### config.mk
export PLATFORM = sky130hd
export DESIGN_NAME = stpg_gate
export DESIGN_NICKNAME = d
export VERILOG_FILES = /design/src/hdl/stpg_pkg.sv /design/src/hdl/stpg_gate.sv
export VERILOG_INCLUDE_DIRS = /design/src /design/src/hdl
export SDC_FILE = /design/constraint.sdc
export NUM_CORES = 1
export LEC_CHECK = 0
export BUFFER_PORTS_ARGS = -buffer_cell sky130_fd_sc_hd__buf_2
export CAP_MARGIN = 25
export CORE_ASPECT_RATIO = 2
export CORE_MARGIN = 5
export CORE_UTILIZATION = 45
export CTS_BUF_LIST = sky130_fd_sc_hd__clkbuf_16
export CTS_CLUSTER_SIZE = 8
export DETAILED_ROUTE_END_ITERATION = 8
export PLACE_DENSITY = 0.68
export RECOVER_POWER = 25
export SYNTH_ARGS = -nofsm -noshare
export SYNTH_HDL_FRONTEND = slang
export SYNTH_SLANG_ARGS = --single-unit
export TNS_END_PERCENT = 30
### constraint.sdc
create_clock -name ref_clk -period 6.4 [get_ports ref_clk]
set_input_delay 0.96 -clock ref_clk [delete_from_list [all_inputs] [get_ports ref_clk]]
set_output_delay 0.96 -clock ref_clk [all_outputs]
set_load 0.03 [all_outputs]
### src/hdl/stpg_map.svh
`ifndef STPG_MAP_SVH
`define STPG_MAP_SVH
`define STPG_CTRL_ADDR   8'h00
`define STPG_STATUS_ADDR 8'h04
`define STPG_DROP_ADDR   8'h08
`define STPG_CTRL_RESET  8'h44
`define STPG_TX          0
`define STPG_RX          1
`define STPG_LD          2
`define STPG_PORT_STRIDE 4
`define STPG_PROC_PORT   2'h3
`define STPG_PROC_MASK   3'h4
`define STPG_ALL_MASK    3'h7
`define STPG_RESP_OKAY   2'h0
`define STPG_RESP_SLVERR 2'h2
`define STPG_FIFO_DEPTH  8
`define STPG_DESC_W      8
`endif

### src/hdl/stpg_pkg.sv
`default_nettype none
package stpg_pkg;
  typedef enum logic [1:0] {
    STPG_DISCARDING,
    STPG_LEARNING,
    STPG_FORWARDING
  } stpg_state_type;
endpackage : stpg_pkg
`default_nettype wire

### src/hdl/stpg_gate.sv
// Notes on behaviour
// - Port 3 processor; ports 1,2 gated
// - Discarding port neither forwards nor accepts frames
// - Disabled, blocking, listening share discarding settings
// - Overriding static hits still reach processor
// - Learning disable stops source address learning
// - Learning state: learn, processor traffic only
// - Forwarding state: normal traffic and learning
// - Processor frames pass through port 3 MII
// - Tail tag: bits 1:0 port, 3:2 priority
`include "stpg_map.svh"
`default_nettype none

module stpg_fifo #(
  parameter int WIDTH = 8,
  parameter int DEPTH = 8
) (
  // Clock and reset
  input  wire logic             ref_clk,
  input  wire logic             sys_rst,
  // Fill side
  input  wire logic             in_valid,
  output logic                  in_ready,
  input  wire logic [WIDTH-1:0] in_data,
  // Drain side
  output logic                  out_valid,
  input  wire logic             out_ready,
  output logic [WIDTH-1:0]      out_data
);
  localparam int AW = $clog2(DEPTH);
  logic [WIDTH-1:0] mem [DEPTH];
  logic [AW-1:0]    wr_ptr, rd_ptr, next_wr_ptr, next_rd_ptr;
  logic [AW:0]      count, next_count;
  logic             push, pop;

  assign in_ready  = count != (AW+1)'(DEPTH);
  assign out_valid = count != '0;
  assign out_data  = mem[rd_ptr];
  assign push      = in_valid && in_ready;
  assign pop       = out_valid && out_ready;

  always_comb begin
    next_wr_ptr = push ? wr_ptr + 1'b1 : wr_ptr;
    next_rd_ptr = pop ? rd_ptr + 1'b1 : rd_ptr;
    next_count  = count + (AW+1)'(push) - (AW+1)'(pop);
  end

  always_ff @(posedge ref_clk or posedge sys_rst) begin
    if (sys_rst) begin
      wr_ptr <= '0;
      rd_ptr <= '0;
      count  <= '0;
    end else begin
      wr_ptr <= next_wr_ptr;
      rd_ptr <= next_rd_ptr;
      count  <= next_count;
    end
  end

  // Storage needs no reset; count guards it
  always_ff @(posedge ref_clk) begin
    if (push) begin
      mem[wr_ptr] <= in_data;
    end
  end
endmodule : stpg_fifo

module stpg_gate (
  // Clock and reset
  input  wire logic       ref_clk,
  input  wire logic       sys_rst,
  // AXI4-Lite slave
  input  wire logic [7:0] s_axi_awaddr,
  input  wire logic       s_axi_awvalid,
  output logic            s_axi_awready,
  input  wire logic [31:0] s_axi_wdata,
  input  wire logic [3:0] s_axi_wstrb,
  input  wire logic       s_axi_wvalid,
  output logic            s_axi_wready,
  output logic [1:0]      s_axi_bresp,
  output logic            s_axi_bvalid,
  input  wire logic       s_axi_bready,
  input  wire logic [7:0] s_axi_araddr,
  input  wire logic       s_axi_arvalid,
  output logic            s_axi_arready,
  output logic [31:0]     s_axi_rdata,
  output logic [1:0]      s_axi_rresp,
  output logic            s_axi_rvalid,
  input  wire logic       s_axi_rready,
  // Frame descriptors from lookup
  input  wire logic       in_valid,
  output logic            in_ready,
  input  wire logic [1:0] in_src,
  input  wire logic [2:0] in_dst,
  input  wire logic [1:0] in_prio,
  input  wire logic       in_override,
  // Gated decisions
  output logic            out_valid,
  input  wire logic       out_ready,
  output logic [2:0]      out_dst,
  output logic            out_learn,
  output logic [7:0]      out_tag
);
  logic [7:0]  ctrl, next_ctrl;
  logic [15:0] drops, next_drops;
  logic        bvalid_q, next_bvalid;
  logic [1:0]  bresp_q, next_bresp;
  logic        rvalid_q, next_rvalid;
  logic [1:0]  rresp_q, next_rresp;
  logic [31:0] rdata_q, next_rdata;
  logic        ov_q, next_ov;
  logic [2:0]  dst_q, next_dst;
  logic        learn_q, next_learn;
  logic [7:0]  tag_q, next_tag;
  logic        wr_go, rd_go, f_valid, f_ready, take;
  logic [7:0]  f_data;
  logic [1:0]  h_src, h_prio;
  logic [2:0]  h_dst, ing_mask;
  logic        h_ovr, from_port, sidx;
  logic [1:0]  p_tx, p_rx, p_ld, eg_ok;
  stpg_pkg::stpg_state_type p_st [2];

  stpg_fifo #(.WIDTH(`STPG_DESC_W), .DEPTH(`STPG_FIFO_DEPTH)) u_fifo (
    .ref_clk   (ref_clk),
    .sys_rst   (sys_rst),
    .in_valid  (in_valid),
    .in_ready  (in_ready),
    .in_data   ({in_src, in_dst, in_prio, in_override}),
    .out_valid (f_valid),
    .out_ready (f_ready),
    .out_data  (f_data)
  );

  assign {h_src, h_dst, h_prio, h_ovr} = f_data;
  // Decision is made once, at the frame's head leaving the FIFO
  assign f_ready = !ov_q || out_ready;
  assign take    = f_valid && f_ready;

  genvar p;
  generate
    for (p = 0; p < 2; p++) begin : g_port
      assign p_tx[p] = ctrl[`STPG_PORT_STRIDE*p+`STPG_TX];
      assign p_rx[p] = ctrl[`STPG_PORT_STRIDE*p+`STPG_RX];
      assign p_ld[p] = ctrl[`STPG_PORT_STRIDE*p+`STPG_LD];
      // All three classic blocked states land here alike
      assign p_st[p] = p_rx[p] ? stpg_pkg::STPG_FORWARDING :
                       p_ld[p] ? stpg_pkg::STPG_DISCARDING :
                                 stpg_pkg::STPG_LEARNING;
      // Egress: tx enable, or processor frames while learning
      assign eg_ok[p] = p_tx[p] ||
                        (h_src == `STPG_PROC_PORT && !p_ld[p]);
    end
  endgenerate

  assign from_port = h_src != `STPG_PROC_PORT && h_src != 2'h0;
  assign sidx      = h_src[1];

  always_comb begin
    ing_mask = `STPG_ALL_MASK;
    if (from_port && !p_rx[sidx]) begin
      // Only processor-bound traffic survives a closed ingress
      ing_mask = (h_ovr || !p_ld[sidx]) ? `STPG_PROC_MASK
                                        : 3'h0;
    end
  end

  always_comb begin
    next_ov    = ov_q && !out_ready;
    next_dst   = dst_q;
    next_learn = learn_q;
    next_tag   = tag_q;
    next_drops = drops;
    if (take) begin
      next_ov    = 1'b1;
      next_dst   = h_dst & ing_mask & {1'b1, eg_ok};
      next_learn = !from_port || !p_ld[sidx];
      next_tag   = {4'h0, h_prio, h_src};
      if ((h_dst & ing_mask & {1'b1, eg_ok}) == 3'h0) begin
        next_drops = drops + 16'h1;
      end
    end
  end

  // AXI4-Lite: address and data taken together, one at a time
  assign wr_go = s_axi_awvalid && s_axi_wvalid && !bvalid_q;
  assign rd_go = s_axi_arvalid && !rvalid_q;

  always_comb begin
    next_ctrl   = ctrl;
    next_bvalid = bvalid_q && !s_axi_bready;
    next_bresp  = bresp_q;
    next_rvalid = rvalid_q && !s_axi_rready;
    next_rresp  = rresp_q;
    next_rdata  = rdata_q;
    if (wr_go) begin
      next_bvalid = 1'b1;
      next_bresp  = `STPG_RESP_OKAY;
      if (s_axi_awaddr == `STPG_CTRL_ADDR) begin
        if (s_axi_wstrb[0]) begin
          next_ctrl = s_axi_wdata[7:0] & 8'h77;
        end
      end else if (s_axi_awaddr == `STPG_STATUS_ADDR ||
                   s_axi_awaddr == `STPG_DROP_ADDR) begin
        next_bresp = `STPG_RESP_OKAY;
      end else begin
        next_bresp = `STPG_RESP_SLVERR;
      end
    end
    if (rd_go) begin
      next_rvalid = 1'b1;
      next_rresp  = `STPG_RESP_OKAY;
      if (s_axi_araddr == `STPG_CTRL_ADDR) begin
        next_rdata = {24'h0, ctrl};
      end else if (s_axi_araddr == `STPG_STATUS_ADDR) begin
        next_rdata = {28'h0, p_st[1], p_st[0]};
      end else if (s_axi_araddr == `STPG_DROP_ADDR) begin
        next_rdata = {16'h0, drops};
      end else begin
        next_rdata = 32'h0;
        next_rresp = `STPG_RESP_SLVERR;
      end
    end
  end

  always_ff @(posedge ref_clk or posedge sys_rst) begin
    if (sys_rst) begin
      ctrl     <= `STPG_CTRL_RESET;
      drops    <= 16'h0;
      bvalid_q <= 1'b0;
      bresp_q  <= `STPG_RESP_OKAY;
      rvalid_q <= 1'b0;
      rresp_q  <= `STPG_RESP_OKAY;
      rdata_q  <= 32'h0;
      ov_q     <= 1'b0;
      dst_q    <= 3'h0;
      learn_q  <= 1'b0;
      tag_q    <= 8'h0;
    end else begin
      ctrl     <= next_ctrl;
      drops    <= next_drops;
      bvalid_q <= next_bvalid;
      bresp_q  <= next_bresp;
      rvalid_q <= next_rvalid;
      rresp_q  <= next_rresp;
      rdata_q  <= next_rdata;
      ov_q     <= next_ov;
      dst_q    <= next_dst;
      learn_q  <= next_learn;
      tag_q    <= next_tag;
    end
  end

  assign s_axi_awready = wr_go;
  assign s_axi_wready  = wr_go;
  assign s_axi_bvalid  = bvalid_q;
  assign s_axi_bresp   = bresp_q;
  assign s_axi_arready = rd_go;
  assign s_axi_rvalid  = rvalid_q;
  assign s_axi_rresp   = rresp_q;
  assign s_axi_rdata   = rdata_q;
  assign out_valid     = ov_q;
  assign out_dst       = dst_q;
  assign out_learn     = learn_q;
  assign out_tag       = tag_q;
endmodule : stpg_gate
`default_nettype wire

## Word-level counts from Yosys, hierarchy flattened

Memory sizes are Yosys's and may differ from the RTL's.
Cells that the tools add are included.

- Flip-flop bits (word level): 79
- Latch bits: 0
- Memory bits (writable): 64
- Memory bits (read-only): 0
- Output and inout bits: 55
- Word-level logic and storage cells: 89
- Memories kept: 1

- Add/subtract/negate cells: 5
- Multipliers: 0
- Divide/modulo/power cells: 0
- $lt $le $gt $ge: 1
- Eq/ne operators: 7
- Shifts and indexed selects: 0
- Muxes and demuxes: 23
- Bitwise logic cells: 2
- Reduce and logical (&&, ||, !) cells: 36

Memories:

| memory | depth | bits a word | read ports | clocked after Yosys merged registers in | write ports | line | text |
|---|---|---|---|---|---|---|---|
| u_fifo.mem | 8 | 8 | 1 | 0 | 1 | stpg_gate.sv:31 | `logic [WIDTH-1:0] mem [DEPTH];` |

Operators with widths:

| cell | number |
|---|---|
| 2-to-1 mux 16 bit | 3 |
| adder 16 x 1 -> 16 bit, second input constant | 1 |
| equality test 8 x 3 -> 1 bit, second input constant | 2 |
| equality test 8 x 4 -> 1 bit, second input constant | 2 |
| logical NOT 8 bit | 2 |
| 2-to-1 mux 2 bit | 7 |
| logical AND 1 bit | 12 |
| logical NOT 1 bit | 11 |
| 2-to-1 mux 1 bit | 11 |
| adder 3 x 1 -> 3 bit, second input constant | 2 |
| AND 3 bit | 2 |
| logical OR 1 bit | 6 |
| 2-to-1 mux 3 bit | 2 |
| adder 4 x 1 -> 4 bit | 1 |
| inequality test 4 bit, second input constant | 1 |
| nonzero test 4 bit | 1 |
| subtractor 4 x 1 -> 4 bit | 1 |
| logical NOT 3 bit | 1 |
| AND reduction 3 bit | 1 |
| equality test 2 bit, second input constant | 1 |
| < comparator 1 x 2 -> 1 bit, second input constant | 1 |
| inequality test 2 bit, second input constant | 1 |
| AND reduction 2 bit | 1 |
| nonzero test 2 bit | 1 |

## Longest topological paths before layout

An unclocked memory read counts as a cell.

- Depth in word-level cells: 11
- Gate-level depth with buffers: 13
- Gate-level depth less buffers: 11

## Hierarchy

A second synthesis with hierarchy kept.

- Cells, all modules: 405
- Area total of the unflattened synthesis: 5545.3 sq um

By module, submodules not included:

| module | times used | cells each | area an instance (sq um) |
|---|---|---|---|
| stpg_fifo | 1 | 149 | 3060.4 |
| stpg_gate | 1 | 256 | 2484.9 |

## Worst setup path after synthesis

Ideal clock, no wire load.

- Path type: register to register
- From: register u_fifo.rd_ptr[0]
- To: register drops[14]
- Library setup time: 0.123 ns
- Data arrival time: 2.887 ns
- Slack: 3.390 ns
- Stages on the path, launching flop included: 12
- Clock period less this slack: 3.010 ns
- Path through: dfrtp_1 buf_2 buf_2 mux4_2 mux2_2 ha_1 nand2b_1 mux2i_1 a21o_1 clkbuf_1 nand4_1 xnor2_1

- Elaborated cells on any way between the ends: 23

RTL lines:

| item | line | text |
|---|---|---|
| start: declaration | stpg_gate.sv:32 | `logic [AW-1:0] wr_ptr, rd_ptr, next_wr_ptr, next_rd_ptr;` |
| start signal: assignment | stpg_gate.sv:55 | `rd_ptr <= next_rd_ptr;` |
| memory read (8 x 8 bit) (*) | n/a |  |
| named net f_data[6] | stpg_gate.sv:116 | `logic [7:0] f_data;` |
| inequality test 2 bit (no line) or nonzero test 2 bit (tied branches) | n/a |  |
| logical AND 1 bit | stpg_gate.sv:155 | `` assign from_port = h_src != `STPG_PROC_PORT && h_src != 2'h0; `` |
| logical AND 1 bit | stpg_gate.sv:160 | `if (from_port && !p_rx[sidx]) begin` |
| 2-to-1 mux 3 bit | stpg_gate.sv:160 |  |
| AND 3 bit | stpg_gate.sv:178 | `if ((h_dst & ing_mask & {1'b1, eg_ok}) == 3'h0) begin` |
| AND 3 bit (*) | stpg_gate.sv:178 |  |
| logical NOT 3 bit (*) | stpg_gate.sv:178 |  |
| AND reduction 2 bit (no line) (*) | n/a |  |
| end signal: assignment | stpg_gate.sv:240 | `drops <= next_drops;` |
| end: declaration | stpg_gate.sv:105 | `logic [15:0] drops, next_drops;` |

The timed path passes the listed nets; every way through them passes the cells marked *. The select of a mux whose other input is x is not followed.
A chain may end at the register's enable or synchronous reset.

==> run metrics <==
Clock Sinks=~130; register area=3450 um^2; Post-CTS Setup Bufs=0; multi-input logic area=1960 um^2; CP cell instances=buf_2, inv_1, clkbuf_1; ANT cells=0; Resized cells post-CTS=0; Initial Utilization=around 45%; Seq cells post-synth=125; status=complete, but fails checks; Ports=124; fin nets=about 600; Max VDD drop=0.321 mV; CTS buffer count=17; Critical R2R Launch=u_fifo.rd_ptr[0]; largest net degree at the start of global routing=62; Tcrit/Tclk final=56.4%; P_sw=slightly above 1 mW; DR WL/cell=about 17 um; first-pass GRT wire length=around 19 mm; Final Wtd Congestion=0.777; critical path launch point type=primary input; number of global-route vias before repair=3,741; Flop pwr share=roughly 38%; CTS tree=done; Rel. slew slack=-116%; Netlist cell types=46; Longest Clk Path Bufs=2; final setup TNS=0 ps; r2r endpoint=drops[7]; Die Width=89.3 um; RSZ-0062 raised after global routing=false; Worst R2R Path Depth=8; H-tree depth=4; Finished Layout Cells=691; DR vias/cell=5.36; maxcap violations=1; ys flop type=edfxtp_1; total track usage=16.8%; R2R Setup Slk=2860 ps; delay-heaviest family, CP=buffers and inverters; worst clock skew=10.3 ps; IO buf count=72; Slew Viols, Final=between 60 and 70; fin crit period=3610 ps; PwrDens=439 nW/um^2; final hold vios=0; Lkg Pwr=around 2.8 nW; async set or reset register ratio after synthesis=48.8%; critical path capture point type=async pin; Synth top area share=34.0%; Clk pwr share=32.1%; antenna viol nets, final=0; residual DRC count=0; post-placement cell count=~660; P_int=between 1.5 and 2 mW; Die Y=169 um; layout cells sized above 1=23.5%; Die ar.=roughly 15,000 um^2; CP arrival=between 3000 and 4000 ps; CP Data Required Time=a little over 6000 ps; drt total wl=between 10 and 15 mm; CP max FO=61; Reg clk slew, reported paths=60 ps; row cnt=58; number of DRC markers in iteration 0=between 150 and 200; Comb pwr share=30.4%; Root Buffer=clkbuf_16; Area after DPL=6070 um^2; Syn Area/Cell=12.5 um^2; Area Growth Syn to Fin=17.5%; Setup Viol. Count Final=0; crit path kind=in2async; Gate Count Post-Synth=452; Hold Path End=s_axi_rdata[14]; CORE AREA=around 12,000 um^2; Pre-antenna DRT Iters=4; switching part of the total=roughly a third; quantity of hold-fixing buffers added after cts=0; fillers=1,082; top post-synthesis cells by area=edfxtp_1 34%, dfrtp_1 26%, mux4_2 5.6%, nand2_1 3.9%, buf_4 3.1%; GR Overflow Total=0; violated checks=capacitance limit, slew limit; highest-delay cell along the critical path=clkbuf_1; DR vias=3,707; antenna violations before repair=0; Crit path buffers/inverters=3; Layout Utilization=between 50% and 60%; FMAX=277 MHz; Hold Crit Depth=2; Synth Cell Area=5660 um^2; hpwl dp=8.41 mm; most frequent cells in the layout=64 x buf_2, 64 x edfxtp_1, 59 x nand2_1, 59 x dfrtp_1, 23 x nor2_1; min-delay src=s_axi_rdata[14]; sequential area share after synthesis=a little over 60%; Synth area leader=edfxtp_1; YS warnings=0; Hold Path Class=reg2reg; Slew @ Worst Pin=approximately 3200 ps; fin area=~6600 um^2; Post-synth EDFFs=64; clock latency on the worst-skew pair=410 ps; CP max stage delay=2270 ps
[kinds of logic (layout without fill, tap and decap cells)]
| kind of cell | count (synthesis) | count (layout) | share of synthesized area, % |
|---|---|---|---|
| XOR/XNOR | 19 | 19 | 2.94 |
| adder cells (fa/ha/maj) | 11 | 11 | 2.57 |
| AO/OA/AOI/OAI | 51 | 51 | 5.71 |
| buffers and inverters | 60 | 128 | 5.75 |
| flip-flops | 125 | 125 | 61.0 |
| AND/OR/NAND/NOR | 154 | 154 | 13.0 |
| other | 1 | 22 | 0.0663 |
| multiplexers | 31 | 31 | 9.00 |
[tightest hold or removal path: stages, from the launching register on]
cell and delay, ps:
dfrtp_1 330, nand2_1 50, nand2_1 40
[cells in the mapped netlist (8+ instances only)]
master    instances
dfrtp_1          59
clkbuf_1         12
nor3_1            9
nand2_1          59
a21oi_1          14
nand3_1          20
inv_1            18
mux4_2           14
nor2_1           23
buf_4            23
o21ai_0           9
mux2_2            9
edfxtp_1         64
xnor2_1          14
ha_1             10
and3_1            8
[area by class of cell]
cell class / count / share of cell area (%)
clock buffers: 17 / 6.40
clock inverters: 15 / 2.43
inverters: 18 / 1.02
multi-input cells: 288 / 29.5
flip-flops and latches: 125 / 51.9
well taps: 150 / 2.82
repair buffers: 78 / 5.89
[per-stage QoR]
step	hold slack, ps	setup WS, ps	total power, mW
4_1_cts	464	2820	2.95
3_5_place_dp	451	2860	2.00
6_report	456	2790	2.91
3_3_place_gp	446	2890	1.96
5_1_grt	474	1920	3.08
2_1_floorplan	446	3390	1.76
[registers in the layout (all words and copies together) (netlist names)]
signal         count
u_fifo.mem        64
s_axi_rresp        1
u_fifo.rd_ptr      3
out_dst            3
s_axi_rvalid       1
s_axi_bresp        1
u_fifo.count       4
u_fifo.wr_ptr      3
out_learn          1
out_valid          1
drops             16
out_tag            4
s_axi_rdata       16
s_axi_bvalid       1
ctrl               6
[routing by layer]
layer / vias to the layer above / global-route usage, % / share of wire, %
met1: 1859 / 16.5 / 34
li1: 1739 / - / -
met2: 95 / 31.5 / 59
met3: 14 / 5.02 / 5.2
met4: 0 / 6.22 / 1.9
met5: - / 0 / 0
[power groups by stage]
stage	logic, mW	registers, mW	clock network [mW]
3_5_place_dp	0.888	1.11	0
6_report	0.885	1.09	0.936
4_1_cts	0.897	1.09	0.954
5_1_grt	0.976	1.11	0.997
2_1_floorplan	0.661	1.10	0
3_3_place_gp	0.861	1.10	0
[how the worst max path moves through the flow]
| stage | end | slack, ps | startpoint | cells after the start |
|---|---|---|---|---|
| 5_1_grt | drops[6] | 1920 | sys_rst | 3 |
| 3_3_place_gp | drops[7] | 2890 | u_fifo.rd_ptr[0] | 8 |
| 4_1_cts | drops[7] | 2820 | u_fifo.rd_ptr[0] | 8 |
| 6_report | drops[1] | 2790 | sys_rst | 3 |
| 3_5_place_dp | drops[7] | 2860 | u_fifo.rd_ptr[0] | 8 |
| 2_1_floorplan | drops[14] | 3390 | u_fifo.rd_ptr[0] | 11 |
No activity file was read; power rests on OpenSTA's default activity.
